<file path="src/hdl/ttm_pkg.sv">
package ttm_pkg;
	localparam int NUM_WARN = 6;
	localparam int TEMP_W = 9;
	// Degrees C, integer, unsigned offset-free code from the centre sensor digitiser
	localparam logic [8:0] WARN_THR_C [0:5] = '{9'h050, 9'h05F, 9'h06E, 9'h07D, 9'h08C, 9'h09B};
	localparam logic [8:0] SD_THR_C = 9'h0A5;
	localparam logic [8:0] WARN_HYS_C = 9'h005;
	localparam logic [8:0] SD_HYS_C = 9'h00A;
	// Timing
	localparam int CLK_MHZ = 250;
	localparam int DEBOUNCE_US = 10;
	localparam int DEBOUNCE_CYC = DEBOUNCE_US * CLK_MHZ;
	localparam int WINDOW_US = 450;
	localparam int WINDOW_CYC = WINDOW_US * CLK_MHZ;
	localparam int INTERVAL_US = 3000;
	localparam int INTERVAL_CYC = INTERVAL_US * CLK_MHZ;
	// Register offsets
	localparam logic [3:0] REG_CTRL = 4'h0;
	localparam logic [3:0] REG_FLAG = 4'h1;
	localparam logic [3:0] REG_MASK = 4'h2;
	localparam logic [3:0] REG_LIVE = 4'h3;
	localparam logic [3:0] REG_STAT = 4'h4;
	// CTRL fields
	localparam int CTRL_EN_BIT = 0;
	localparam int CTRL_AON_BIT = 1;
	localparam logic [1:0] CTRL_RST = 2'h0;
	localparam logic [5:0] MASK_RST = 6'h3F;
	// STAT fields
	localparam int STAT_SD_BIT = 0;
	localparam int STAT_PWR_BIT = 1;
	localparam int STAT_EVAL_BIT = 2;
endpackage

</file>
<file path="src/hdl/ttm_debounce.sv">
`timescale 1ns/1ps
// Passes a comparator level once it held steady for CYC evaluation cycles
module ttm_debounce #(
	parameter int CYC = 2500
) (
	input wire logic i_core_clk,
	input wire logic i_rst_n,
	input wire logic i_ce,
	input wire logic i_run,
	input wire logic i_raw,
	output logic o_level
);
	localparam int CW = $clog2(CYC + 1);
	logic [CW-1:0] cnt_r;
	logic level_r;
	wire differs = i_raw != level_r;
	wire done = cnt_r == CW'(CYC - 1);

	always_ff @(posedge i_core_clk or negedge i_rst_n) begin
		if (!i_rst_n) begin
			cnt_r <= '0;
			level_r <= 1'b0;
		end else if (i_ce && i_run) begin
			// Restart on any bounce; applies in both directions
			cnt_r <= (differs && !done) ? cnt_r + 1'b1 : '0;
			if (differs && done) begin
				level_r <= i_raw;
			end
		end
	end
	assign o_level = level_r;
endmodule

</file>
<file path="src/hdl/ttm_monitor.sv">
// Local design decisions: the register offsets and the plain strobed port.
`timescale 1ns/1ps
// Contract
// - Only the centre-of-die temperature drives warnings and shutdown.
// - Six rising warning thresholds 80..155 C set matching interrupt flags.
// - Each warning has its own latched flag, live level and mask bit.
// - Live level releases only 5 C below its threshold.
// - Shutdown at 165 C, blocked until cooled by shutdown hysteresis.
// - Every comparison debounced 10 us, rising and falling.
// - Monitor enable 0 disables the whole monitor; 1 enables it. Code: 0 stops power and evaluation; flags still drive irq, shutdown holds.
// - Run state: always-on 1 keeps monitor powered, 0 duty-cycles it.
// - Sampling powers monitor 450 us every 3.0 ms, evaluation only then.
// - Standby uses sampling only, while enabled, ignoring always-on.
// - Thresholds 110 to 155 C get the same flag, live, mask bits.
// - Active-low interrupt output low while any unmasked flag set.
module ttm_monitor #(
	parameter int DEBOUNCE_CYC = ttm_pkg::DEBOUNCE_CYC,
	parameter int WINDOW_CYC = ttm_pkg::WINDOW_CYC,
	parameter int INTERVAL_CYC = ttm_pkg::INTERVAL_CYC
) (
	input wire logic i_core_clk,
	input wire logic i_rst_n,
	input wire logic i_ce,
	input wire logic [ttm_pkg::TEMP_W-1:0] i_centre_temp,
	input wire logic i_standby,
	input wire logic [3:0] i_addr,
	input wire logic [7:0] i_wdata,
	input wire logic i_wr,
	input wire logic i_rd,
	output logic [7:0] o_rdata,
	output logic o_irq_out_n,
	output logic o_sensor_power,
	output logic o_thermal_shutdown
);
	localparam int NW = ttm_pkg::NUM_WARN;
	localparam int TW = ttm_pkg::TEMP_W;
	localparam int SW = $clog2(INTERVAL_CYC + 1);

	logic temp_monitor_enable_r;
	logic temp_monitor_always_on_r;
	logic [NW-1:0] warn_irq_flag_r;
	logic [NW-1:0] warn_irq_mask_r;
	logic [NW-1:0] warn_live_level_r;
	logic [NW-1:0] warn_db_q;
	logic [NW-1:0] warn_db_prev_r;
	logic sd_active_r;
	logic sd_db_q;
	logic [SW-1:0] sched_cnt_r;
	logic [7:0] rdata_r;

	typedef enum logic [1:0] {TTM_OFF, TTM_AON, TTM_SAMPLE} ttm_mode_t;
	ttm_mode_t mode_r;
	ttm_mode_t mode_nxt;

	// Mode choice
	always_comb begin
		mode_nxt = TTM_OFF;
		if (!temp_monitor_enable_r) begin
			mode_nxt = TTM_OFF;
		end else if (i_standby) begin
			mode_nxt = TTM_SAMPLE;
		end else if (temp_monitor_always_on_r) begin
			mode_nxt = TTM_AON;
		end else begin
			mode_nxt = TTM_SAMPLE;
		end
	end

	// Duty-cycle schedule
	wire sched_last = sched_cnt_r == SW'(INTERVAL_CYC - 1);
	wire in_window = sched_cnt_r < SW'(WINDOW_CYC);
	logic evaluate;
	always_comb begin
		case (mode_r)
			TTM_OFF: evaluate = 1'b0;
			TTM_AON: evaluate = 1'b1;
			TTM_SAMPLE: evaluate = in_window;
			default: evaluate = 1'b0;
		endcase
	end

	always_ff @(posedge i_core_clk or negedge i_rst_n) begin
		if (!i_rst_n) begin
			mode_r <= TTM_OFF;
			sched_cnt_r <= '0;
		end else if (i_ce) begin
			mode_r <= mode_nxt;
			// Window restarts on each entry so a first sample is never late
			if (mode_r != TTM_SAMPLE || sched_last) begin
				sched_cnt_r <= '0;
			end else begin
				sched_cnt_r <= sched_cnt_r + 1'b1;
			end
		end
	end

	// Threshold comparisons with hysteresis and debounce
	genvar g;
	generate
		for (g = 0; g < NW; g++) begin : g_warn
			localparam logic [TW-1:0] THR = ttm_pkg::WARN_THR_C[g];
			localparam logic [TW-1:0] REL = THR - ttm_pkg::WARN_HYS_C;
			// Centre sensor only
			wire raw = warn_db_q[g] ? (i_centre_temp >= REL) : (i_centre_temp >= THR);
			ttm_debounce #(.CYC(DEBOUNCE_CYC)) u_db (
				.i_core_clk(i_core_clk),
				.i_rst_n(i_rst_n),
				.i_ce(i_ce),
				.i_run(evaluate),
				.i_raw(raw),
				.o_level(warn_db_q[g])
			);
		end
	endgenerate

	localparam logic [TW-1:0] SD_REL = ttm_pkg::SD_THR_C - ttm_pkg::SD_HYS_C;
	wire sd_raw = sd_db_q ? (i_centre_temp >= SD_REL) : (i_centre_temp >= ttm_pkg::SD_THR_C);
	ttm_debounce #(.CYC(DEBOUNCE_CYC)) u_sd_db (
		.i_core_clk(i_core_clk),
		.i_rst_n(i_rst_n),
		.i_ce(i_ce),
		.i_run(evaluate),
		.i_raw(sd_raw),
		.o_level(sd_db_q)
	);

	// Register decode
	wire wr_ctrl = i_wr && i_addr == ttm_pkg::REG_CTRL;
	wire wr_flag = i_wr && i_addr == ttm_pkg::REG_FLAG;
	wire wr_mask = i_wr && i_addr == ttm_pkg::REG_MASK;
	wire [NW-1:0] flag_clr = wr_flag ? i_wdata[NW-1:0] : '0;
	wire [NW-1:0] rise = warn_db_q & ~warn_db_prev_r;
	// Set wins over a same-cycle clear
	wire [NW-1:0] flag_nxt = (warn_irq_flag_r & ~flag_clr) | rise;
	wire [7:0] stat_word = {5'h00, evaluate, mode_r != TTM_OFF, sd_active_r};
	logic [7:0] rd_mux;
	always_comb begin
		case (i_addr)
			ttm_pkg::REG_CTRL: rd_mux = {6'h00, temp_monitor_always_on_r, temp_monitor_enable_r};
			ttm_pkg::REG_FLAG: rd_mux = {2'h0, warn_irq_flag_r};
			ttm_pkg::REG_MASK: rd_mux = {2'h0, warn_irq_mask_r};
			ttm_pkg::REG_LIVE: rd_mux = {2'h0, warn_live_level_r};
			ttm_pkg::REG_STAT: rd_mux = stat_word;
			default: rd_mux = 8'h00;
		endcase
	end

	always_ff @(posedge i_core_clk or negedge i_rst_n) begin
		if (!i_rst_n) begin
			temp_monitor_enable_r <= ttm_pkg::CTRL_RST[ttm_pkg::CTRL_EN_BIT];
			temp_monitor_always_on_r <= ttm_pkg::CTRL_RST[ttm_pkg::CTRL_AON_BIT];
			warn_irq_mask_r <= ttm_pkg::MASK_RST;
			warn_irq_flag_r <= '0;
			warn_db_prev_r <= '0;
			rdata_r <= 8'h00;
		end else if (i_ce) begin
			if (wr_ctrl) begin
				temp_monitor_enable_r <= i_wdata[ttm_pkg::CTRL_EN_BIT];
				temp_monitor_always_on_r <= i_wdata[ttm_pkg::CTRL_AON_BIT];
			end
			if (wr_mask) begin
				warn_irq_mask_r <= i_wdata[NW-1:0];
			end
			warn_irq_flag_r <= flag_nxt;
			warn_db_prev_r <= warn_db_q;
			rdata_r <= i_rd ? rd_mux : 8'h00;
		end
	end

	// Live levels follow debounced state; held while monitor is off
	always_ff @(posedge i_core_clk or negedge i_rst_n) begin
		if (!i_rst_n) begin
			warn_live_level_r <= '0;
			sd_active_r <= 1'b0;
		end else if (i_ce) begin
			warn_live_level_r <= warn_db_q;
			// Shutdown latch holds across sampling gaps until cooled
			sd_active_r <= sd_db_q;
		end
	end

	assign o_irq_out_n = ~|(warn_irq_flag_r & ~warn_irq_mask_r);
	assign o_rdata = rdata_r;
	assign o_sensor_power = mode_r == TTM_AON || (mode_r == TTM_SAMPLE && in_window);
	assign o_thermal_shutdown = sd_active_r;
endmodule

</file>
<file path="config.mk">
export PLATFORM = sky130hd
export DESIGN_NAME = ttm_monitor
export DESIGN_NICKNAME = d
export VERILOG_FILES = /design/src/hdl/ttm_pkg.sv /design/src/hdl/ttm_debounce.sv /design/src/hdl/ttm_monitor.sv
export SDC_FILE = /design/constraint.sdc
export NUM_CORES = 1
export LEC_CHECK = 0
export BUFFER_PORTS_ARGS = -buffer_cell sky130_fd_sc_hd__buf_2
export CAP_MARGIN = 20
export CORE_MARGIN = 10
export CORE_UTILIZATION = 62
export CTS_CLUSTER_DIAMETER = 100
export DETAILED_ROUTE_END_ITERATION = 10
export GPL_ROUTABILITY_DRIVEN = 0
export MAX_ROUTING_LAYER = met4
export PLACE_DENSITY = 0.76
export SLEW_MARGIN = 20
export SYNTH_ARGS = -nofsm -noshare
export SYNTH_HDL_FRONTEND = slang
export SYNTH_SLANG_ARGS = --single-unit
</file>
<file path="constraint.sdc">
create_clock -name i_core_clk -period 2.75 [get_ports i_core_clk]
set_input_delay 0.1375 -clock i_core_clk [delete_from_list [all_inputs] [get_ports i_core_clk]]
set_output_delay 0.1375 -clock i_core_clk [all_outputs]
set_load 0.02 [all_outputs]
</file>
* Word level (Yosys, flattened, before mapping)
Cells that the tools add are included.
Widths: inputs -> output; s select.
** Operators by class
- Add/subtract/negate cells :: 8
- $lt $le $gt $ge :: 14
- Equality and inequality tests :: 22
- Multiplexer cells :: 22
- Bitwise logic cells :: 7
- Reduce and logical (&&, ||, !) cells :: 41
** Operators with widths (count)
- $add 12x1->12 const B :: 7
- $eq 12x12->1 const B :: 7
- $mux 12 :: 7
- $ge 9x7->1 const B :: 8
- $ge 9x8->1 const B :: 5
- $pmux 6 s5 :: 1
- $add 20x1->20 const B :: 1
- $eq 20x20->1 const B :: 1
- $lt 20x17->1 const B :: 1
- $mux 20 :: 1
- $logic_and 1x1->1 :: 19
- $and 6x6->6 :: 3
- $not 6->6 :: 3
- $reduce_and 2->1 :: 9
- $eq 4x2->1 const B :: 2
- $logic_not 1->1 :: 8
- $mux 8 :: 1
- $mux 1 :: 7
- $ne 1x1->1 :: 7
- $mux 2 :: 3
- $mux 6 :: 1
- $or 6x6->6 :: 1
- $reduce_or 6->1 :: 1
- $eq 4x1->1 const B :: 1
- other kinds (8) :: 9
** Word-level totals
- Register bits after elaboration :: 142
- Input bits :: 27
- Output and inout bits :: 11
- Logic and storage cells :: 137

* Depth between registers and ports, before layout
Gate-level depths: netlist of run 1.
- Word-level depth :: 6
- Gate-level depth with buffers :: 9
- Gate-level depth less buffers :: 7

* Hierarchy
Synthesis of run 1 repeated with hierarchy kept, for this count alone.
** Second synthesis, totals
- Cells, all modules :: 771
- Area total of the unflattened synthesis :: 7507.2 um^2
** Modules (own cells, without submodules)
- ttm_debounce :: instances 7, cells an instance 67, area an instance 668.1 um^2, sequential area each 325.3 um^2
- ttm_monitor :: instances 1, cells an instance 302, area an instance 2830.2 um^2, sequential area each 1233.7 um^2

* Least setup slack after synthesis of run 1
No wires, ideal clock.
- Kind :: register -> register
- Start point :: reg mode_r[0]
- End point :: reg g_warn[5].u_db.level_r
- Library setup time :: 0.133 ns
- Data arrival time :: 1.995 ns
- Required time :: 2.617 ns
- Setup slack :: 0.622 ns
- Stages on the path, launching flop included :: 10
- Buffers on the path :: 2
- Clock period less this slack :: 2.128 ns
- Cell sequence :: dfrtp_1 -> inv_1 -> ha_1 -> nor4b_1 -> a21oi_1 -> a211o_1 -> buf_6 -> buf_6 -> o31ai_2 -> o41ai_2
** On the way
- Longest elaborated chain between the ends :: 4
- Elaborated cells between the ends (all ways) :: 5
- Those cells by class :: 2 x eq/ne; 1 x mux; 2 x reduce/logical
** RTL lines
- start: declaration :: line ttm_monitor.sv:52 : ttm_mode_t mode_r;
- start signal: assignment :: line ttm_monitor.sv:87 : mode_r <= mode_nxt;
- $eq 2x2->1 or $eq 2x1->1 (tied branches) :: line ttm_monitor.sv:74 : case (mode_r)
- $pmux 1 s2 (*) :: line ttm_monitor.sv:74
- $logic_and 1x1->1 (*) :: line ttm_debounce.sv:23 : end else if (i_ce && i_run) begin
- $reduce_and 2->1 (no source line) (*)
- end signal: assignment :: line ttm_debounce.sv:27 : level_r <= i_raw;
- end: declaration :: line ttm_debounce.sv:15 : logic level_r;
Mark *: on every way between the ends. The rest lies on a longest branch, timed or not.
A chain may end at the register's enable or synchronous reset.

* Worst setup path after layout of run 1
- Start point :: reg mode_r[0]
- End point :: reg g_warn[4].u_db.cnt_r[0]
** On the way
- Longest elaborated chain between the ends :: 3
- Elaborated cells between the ends (all ways) :: 4
- Those cells by class :: 2 x eq/ne; 1 x mux; 1 x reduce/logical
** RTL lines
- $eq 2x2->1 or $eq 2x1->1 (tied branches) :: line ttm_monitor.sv:74
- $pmux 1 s2 (*) :: line ttm_monitor.sv:74
- $logic_and 1x1->1 (*) :: line ttm_debounce.sv:23
- end signal: assignment :: line ttm_debounce.sv:25 : cnt_r <= (differs && !done) ? cnt_r + 1'b1 : '0;
- end: declaration :: line ttm_debounce.sv:14 : logic [CW-1:0] cnt_r;
Marked as above.

==> reports/qor.yml, run 1 <==
status: "completed"
syn-cell-area_um2: 8144
core_um2: 12720
required_ns: 3.11
clk_latency_ns: 0.42
rsz0062_at_grt: "no"
vias_per_cell: 6.515
dr_total_vias: 7140
io-pin-count: 38
hpwl_um: 12890
ir_drop_v: 0.0005378
startpoint_type: "flip-flop"
start_util_pct: 64.01
multiInputGateArea_um2: 4303
power_density_nw_per_um2: 572.2
max_freq_mhz: 396.2
avgSynthCellArea_um2: 9.307
io_buffers: 33
min_period_ns: 2.524
die_h_um: 134.6
grt_pass1_vias: 6821
grt_max_degree: 63
synth_area_leader_cell: "dfrtp_1"
min_period_over_period_pct: 91.79
ys_async_sr_fraction_pct: 100.0
hold_path_class: "in -> reg"
yosys_register_bits: 140
hold_start: "i_wdata[0]"
maxCapViolCount: 0
postRouteAntennaNets: 0
finalSetupViolCount: 0
drc_errors: 0
cts_tree: "yes"
synthCells: 875
tightestPinTransition_ns: 0.7692
fin_hold_ws_ns: 0.01664
die_w_um: 134.6
total_leakage_power_nw: 3.923
whs_path_depth: 2
synth_flop_cell: "dfrtp_1"
path_clk_slew_ns: 0.06
hold_violations: 0
ys_types: 82
drive_gt1_share_pct: 13.70
synthTopCellsByArea: "dfrtp_1 (41%), o21ai_0 (5.1%), a22o_1 (4.3%)"
num_rows: 41
fill_cells: 984
fin_nets: 945
worstRegToRegCells: 7
tns_ns: 0
final_core_util_pct: 71.80
crit_path_end_kind: "flip-flop"
wl_per_cell_um: 17.61
worstSetupPathType: "reg -> reg"
antenna_found_initial: 4
register_area_um2: 3511
clock-sinks: 140
drtIter0Drc: 533
grt_pass1_wl_um: 32780
finalPower_mw: 5.227
h-tree-depth: 4
yosysSeqAreaShare_pct: 43.11
postCtsSetupBuffers: 0
critPathArrivalTime_ns: 2.89
synth_edf_count: 0
dr.pass1.iters: 5
cts_resized: 0
cts_hold_buf: 7
grt_usage_pct: 22.12
cts_root_buf: "clkbuf_16"
critical_path.reg2reg.startpoint: "mode_r[0]"
finClkSkew_ns: 0.006376
slew_viol_final: 0
syn2layout_area_growth_pct: 12.17
dieArea_um2: 18120
critical_path.max_fanout: 14
reg2reg_to: "g_warn[4].u_db.cnt_r[0]"
rrSetupSlack_ns: 0.23
cts_buffer_depth: 2
overflow: 0
relSlewSlack_pct: 48.50
finalWirelength_um: 19300
yosysTopAreaCellShare_pct: 41.17
min_to: "warn_irq_mask_r[0]"
ys_warn_count: 0
cts_buffers: 17
critical path, stage by stage (launching register included):
cell and delay, ns:
dfrtp_1 0.37, inv_1 0.10, ha_1 0.18, nor4b_1 0.23, a21oi_1 0.19, a211o_2 0.47, nor2_1 0.64, mux2_2 0.27
flip-flops by register name (all words and copies together), names as in the netlist:
name                      cells
g_warn.u_db.o_level           6
sched_cnt_r                  20
g_warn.u_db.cnt_r            72
o_thermal_shutdown            1
temp_monitor_enable_r         1
warn_irq_flag_r               6
warn_live_level_r             6
mode_r                        2
temp_monitor_always_on_r      1
u_sd_db.o_level               1
u_sd_db.cnt_r                12
o_rdata                       6
warn_irq_mask_r               6
power breakdown:
group / switching [mW] / total, mW / internal (mW)
Sequential: 0.119 / 2.32 / 2.20
Combinational: 0.360 / 0.611 / 0.251
Clock: 0.872 / 2.29 / 1.42
Total: 1.35 / 5.23 / 3.88
routing by layer:
metal	up-vias	global-route usage, %	share of wire, %
met5	-	-	0
met4	0	8.041	1.9
met3	33	5.341	6.1
met2	236	33.84	47
met1	3497	28.12	45
li1	3374	-	-
cells by family after synthesis:
kind of cell	share of synthesized area [%]
and+or+nand+nor	23.34
AOI/OAI and AO/OA	24.34
DFF	43.11
buffers and inverters	4.117
muxes	2.612
adders and majority gates	1.690
xor gates and xnor gates	0.7528
other	0.04605
placed cells by master, fill, tap and decap left out, types with 7 or more instances in the layout:
master and n:
o22ai_1 10, nand3_1 31, nor3_1 23, xor2_1 7, dfrtp_1 134, a22o_1 40, buf_4 11, and3_1 42
and4_1 7, o21ai_0 82, or3_1 12, dlygate4sd3_1 7, nand2_1 79, o211ai_1 12, o2bb2ai_1 14, nand4_1 17
ha_1 11, clkbuf_16 17, nor2b_1 17, a21oi_1 20, and2_1 11, mux2_2 14, nor4_1 7, a22oi_1 9
nand2b_1 15, buf_2 32, a21o_1 17, inv_1 36, o31ai_1 7, nor2_1 49
stage by stage:
step / area [um^2] / setup slack, ns / cells
6_report: 9135 / 0.2258 / 1096
5_1_grt: 9135 / 0.02248 / 1096
4_1_cts: 9125 / 0.2385 / 1092
3_5_place_dp: 8458 / 0.2313 / 1053
3_3_place_gp: 8458 / 0.3087 / 1053
2_1_floorplan: 8148 / 0.6216 / 876
final cells by class:
cell class	instances	area share, %
inverters	36	1.479
well taps	172	2.356
diodes	4	0.1096
flip-flops and latches	140	38.43
clock buffers	21	5.260
clock inverters	11	1.274
repair buffers	53	3.986
multi-input cells	659	47.10
synth_stat cells, drive strengths merged (15+ instances only):
cell	count
a21o	17
a21oi	21
a22o	40
and3	42
buf	24
clkbuf	17
dfrtp	134
inv	36
nand2	80
nand2b	15
nand3	31
nand4	17
nor2	51
nor2b	17
nor3	23
o21ai	83
worst max-delay path by stage:
stage | from | end | slack, ns | depth (start not counted)
6_report | mode_r[0] | g_warn[4].u_db.cnt_r[0] | 0.23 | 7
5_1_grt | mode_r[0] | g_warn[2].u_db.cnt_r[1] | 0.02 | 8
4_1_cts | mode_r[0] | g_warn[4].u_db.cnt_r[0] | 0.24 | 7
3_5_place_dp | mode_r[0] | g_warn[4].u_db.cnt_r[0] | 0.23 | 7
3_3_place_gp | mode_r[0] | g_warn[4].u_db.cnt_r[0] | 0.31 | 7
2_1_floorplan | mode_r[0] | g_warn[5].u_db.o_level | 0.62 | 9
Power figures use the tool's default switching activity.
==> run 2: changes to the inputs <==
- ABC_AREA: not set -> 1
- CORE_MARGIN: 10 -> 3
- CORE_UTILIZATION: 62 -> 65
- PLACE_DENSITY: 0.76 -> 0.79
- clock period: 2.75 -> 3.1 ns (I/O delays scaled with it)
==> run 2 against run 1 <==
- sequential share of layout area down 2.0 points
- worst setup slack improved by 0.68 ns
- register-to-register slack improved by 0.68 ns
- core utilization up 3.3 points
- maximum frequency is 15% higher
- wire length grew 0.30%
- power decreased by 0.63%
- global-route usage increased by 6.7 points
- sequential cell count did not move
- non-clock buffer count is 10 lower
- via count is 11% higher
==> reports/qor.yml, run 2 <==
regMostFlops: "g_warn.u_db.cnt_r"
drive_gt1_share_pct: 7.165
critical_path.reg2reg.startpoint: "mode_r[0]"
hpwl_um: 12740
core_um2: 12820
whs_path_depth: 3
overflow: 0
yosys_register_bits: 140
worstSetupPathType: "reg -> reg"
hold_path_class: "in -> reg"
ys_types: 45
clk_latency_ns: 0.42
synth_mux_area_share_pct: 0
yosysMostFrequentCell: "nand2_1"
relSlewSlack_pct: 41.79
fill_cells: 1011
avgSynthCellArea_um2: 7.055
tightestPinTransition_ns: 0.8731
wl_per_cell_um: 13.41
reg2reg_to: "g_warn[5].u_db.o_level"
startpoint_type: "flip-flop"
synth_edf_count: 0
io-pin-count: 38
ir_drop_v: 0.0004073
synthTopCellsByCount: "nand2_1 (368), inv_1 (141), dfrtp_1 (134)"
tns_ns: 0
power_density_nw_per_um2: 539.2
synthCells: 1229
yosysTopAreaCellShare_pct: 38.67
path_clk_slew_ns: 0.06
postRouteAntennaNets: 0
synthAdderAreaFrac_pct: 1.587
syn-cell-area_um2: 8671
die_w_um: 121.5
clock-sinks: 140
drtIter0Drc: 711
rrSetupSlack_ns: 0.90
cts_buffers: 17
finalSetupViolCount: 0
final_common_cell: "nand2_1"
fin_ws_ns: 0.9026
critPathArrivalTime_ns: 2.51
post_synth_and_or_nand_nor_area_fraction_pct: 34.47
num_rows: 41
finClkSkew_ns: 0.008717
drc_errors: 0
min_period_ns: 2.197
maxCapViolCount: 0
grt_usage_pct: 28.84
cts_tree: "yes"
die_h_um: 121.5
ys_warn_count: 0
slew_viol_final: 0
ys_async_sr_fraction_pct: 100.0
min_period_over_period_pct: 70.88
required_ns: 3.41
total_leakage_power_nw: 4.429
crit_path_end_kind: "flip-flop"
dpl.cell_count: 1404
dr_total_vias: 7909
synth_compound_area_share_pct: 9.192
dr.pass1.iters: 5
start_util_pct: 67.61
critical_path.max_fanout: 62
rsz0062_at_grt: "no"
largest_reg_flops: 72
syn2layout_area_growth_pct: 11.10
grt_pass1_wl_um: 33930
min_to: "warn_irq_mask_r[1]"
status: "completed"
synth_top_family_by_area: "simple AND/OR/NAND/NOR gates"
synth-xor-area-share_pct: 5.455
max_freq_mhz: 455.1
cts_root_buf: "clkbuf_16"
grt_max_degree: 81
antenna_found_initial: 1
h-tree-depth: 4
io_buffers: 33
hold_start: "i_wdata[1]"
synth_flop_cell: "dfrtp_1"
post-place-ws_ns: 0.9195
grt_pass1_vias: 7482
reg_top3: "g_warn.u_db.cnt_r x72, sched_cnt_r x20, u_sd_db.cnt_r x12"
vias_per_cell: 5.481
cts_buffer_depth: 2
hold_violations: 0
finalWirelength_um: 19350
dpl-instance-area_um2: 8901
fin_nets: 1295
synthTopCellsByArea: "dfrtp_1 (39%), nand2_1 (16%), inv_1 (6.1%)"
dieArea_um2: 14760
synth_area_leader_cell: "dfrtp_1"
final_area_um2: 9633
yosysSeqAreaShare_pct: 40.49
layout_common_cells: "nand2_1 (368), inv_1 (141), dfrtp_1 (134), nor2_1 (119), nand3_1 (99)"
worstRegToRegCells: 10
layout.cells.non_filler: 1443
-- run 2: final cells by class --
class | instances | area (um^2) | area share (%)
Clock buffer | 22 | 484.2 | 5.027
Sequential cell | 140 | 3511 | 36.45
Tap cell | 172 | 215.2 | 2.234
Timing Repair Buffer | 43 | 286.5 | 2.974
Antenna cell | 1 | 2.502 | 0.02598
Clock inverter | 10 | 185.2 | 1.922
Multi-Input combinational cell | 910 | 4404 | 45.72
Inverter | 145 | 544.3 | 5.650
-- run 2: cells by family after synthesis --
logic type,after synthesis
simple gates,697
compound gates,146
fa+ha+maj,11
flops,140
buf+inv,180
xor+xnor,54
other cells,1
-- run 2: routing by layer --
| layer | vias to the layer above | global-route usage, % | part of all wire [%] |
|---|---|---|---|
| met4 | 0 | 8.754 | 1.6 |
| met3 | 38 | 5.455 | 4.4 |
| li1 | 4032 | - | - |
| met5 | - | - | 0 |
| met2 | 174 | 46.18 | 48 |
| met1 | 3665 | 37.63 | 46 |
-- run 2: metrics by stage --
stage          util, %  power, mW  hold slack [ns]
6_report         75.11      5.194          0.02796
5_1_grt          75.11      5.447          0.06483
4_1_cts          75.09      5.215          0.02651
3_5_place_dp     69.40      2.912           0.2523
3_3_place_gp     69.40      2.887           0.2488
2_1_floorplan        -      2.707          -0.1406
-- run 2: worst max-delay path by stage --
stage | startpoint | end | slack (ns) | cells past startpoint
2_1_floorplan | warn_irq_mask_r[3] | o_irq_out_n | 1.25 | 2
3_3_place_gp | mode_r[0] | u_sd_db.o_level | 0.95 | 10
3_5_place_dp | mode_r[0] | g_warn[5].u_db.o_level | 0.92 | 10
4_1_cts | mode_r[0] | g_warn[5].u_db.o_level | 0.89 | 10
5_1_grt | mode_r[0] | u_sd_db.o_level | 0.69 | 10
6_report | mode_r[0] | g_warn[5].u_db.o_level | 0.90 | 10
-- run 2: critical path: stages (launching register included) --
cell and delay (ns):
dfrtp_1 0.38, inv_1 0.11, ha_1 0.19, nand3_1 0.08
a21oi_1 0.15, nand2_2 0.09, nand2_4 0.14, nand3_4 0.36
buf_12 0.34, o21bai_1 0.15, nand2_1 0.06
-- run 2: what timing repair did --
action / 4_1_cts / 5_1_grt
gates resized for setup: 0 / 0
hold endpoints to repair: 79 / 0
hold buffers: 6 / 0
setup buffers: 0 / 0
-- run 2: power by group --
group	internal [mW]	switching, mW	total, mW
registers	2.01	0.201	2.22
logic	0.243	0.447	0.690
clock network	1.51	0.775	2.29
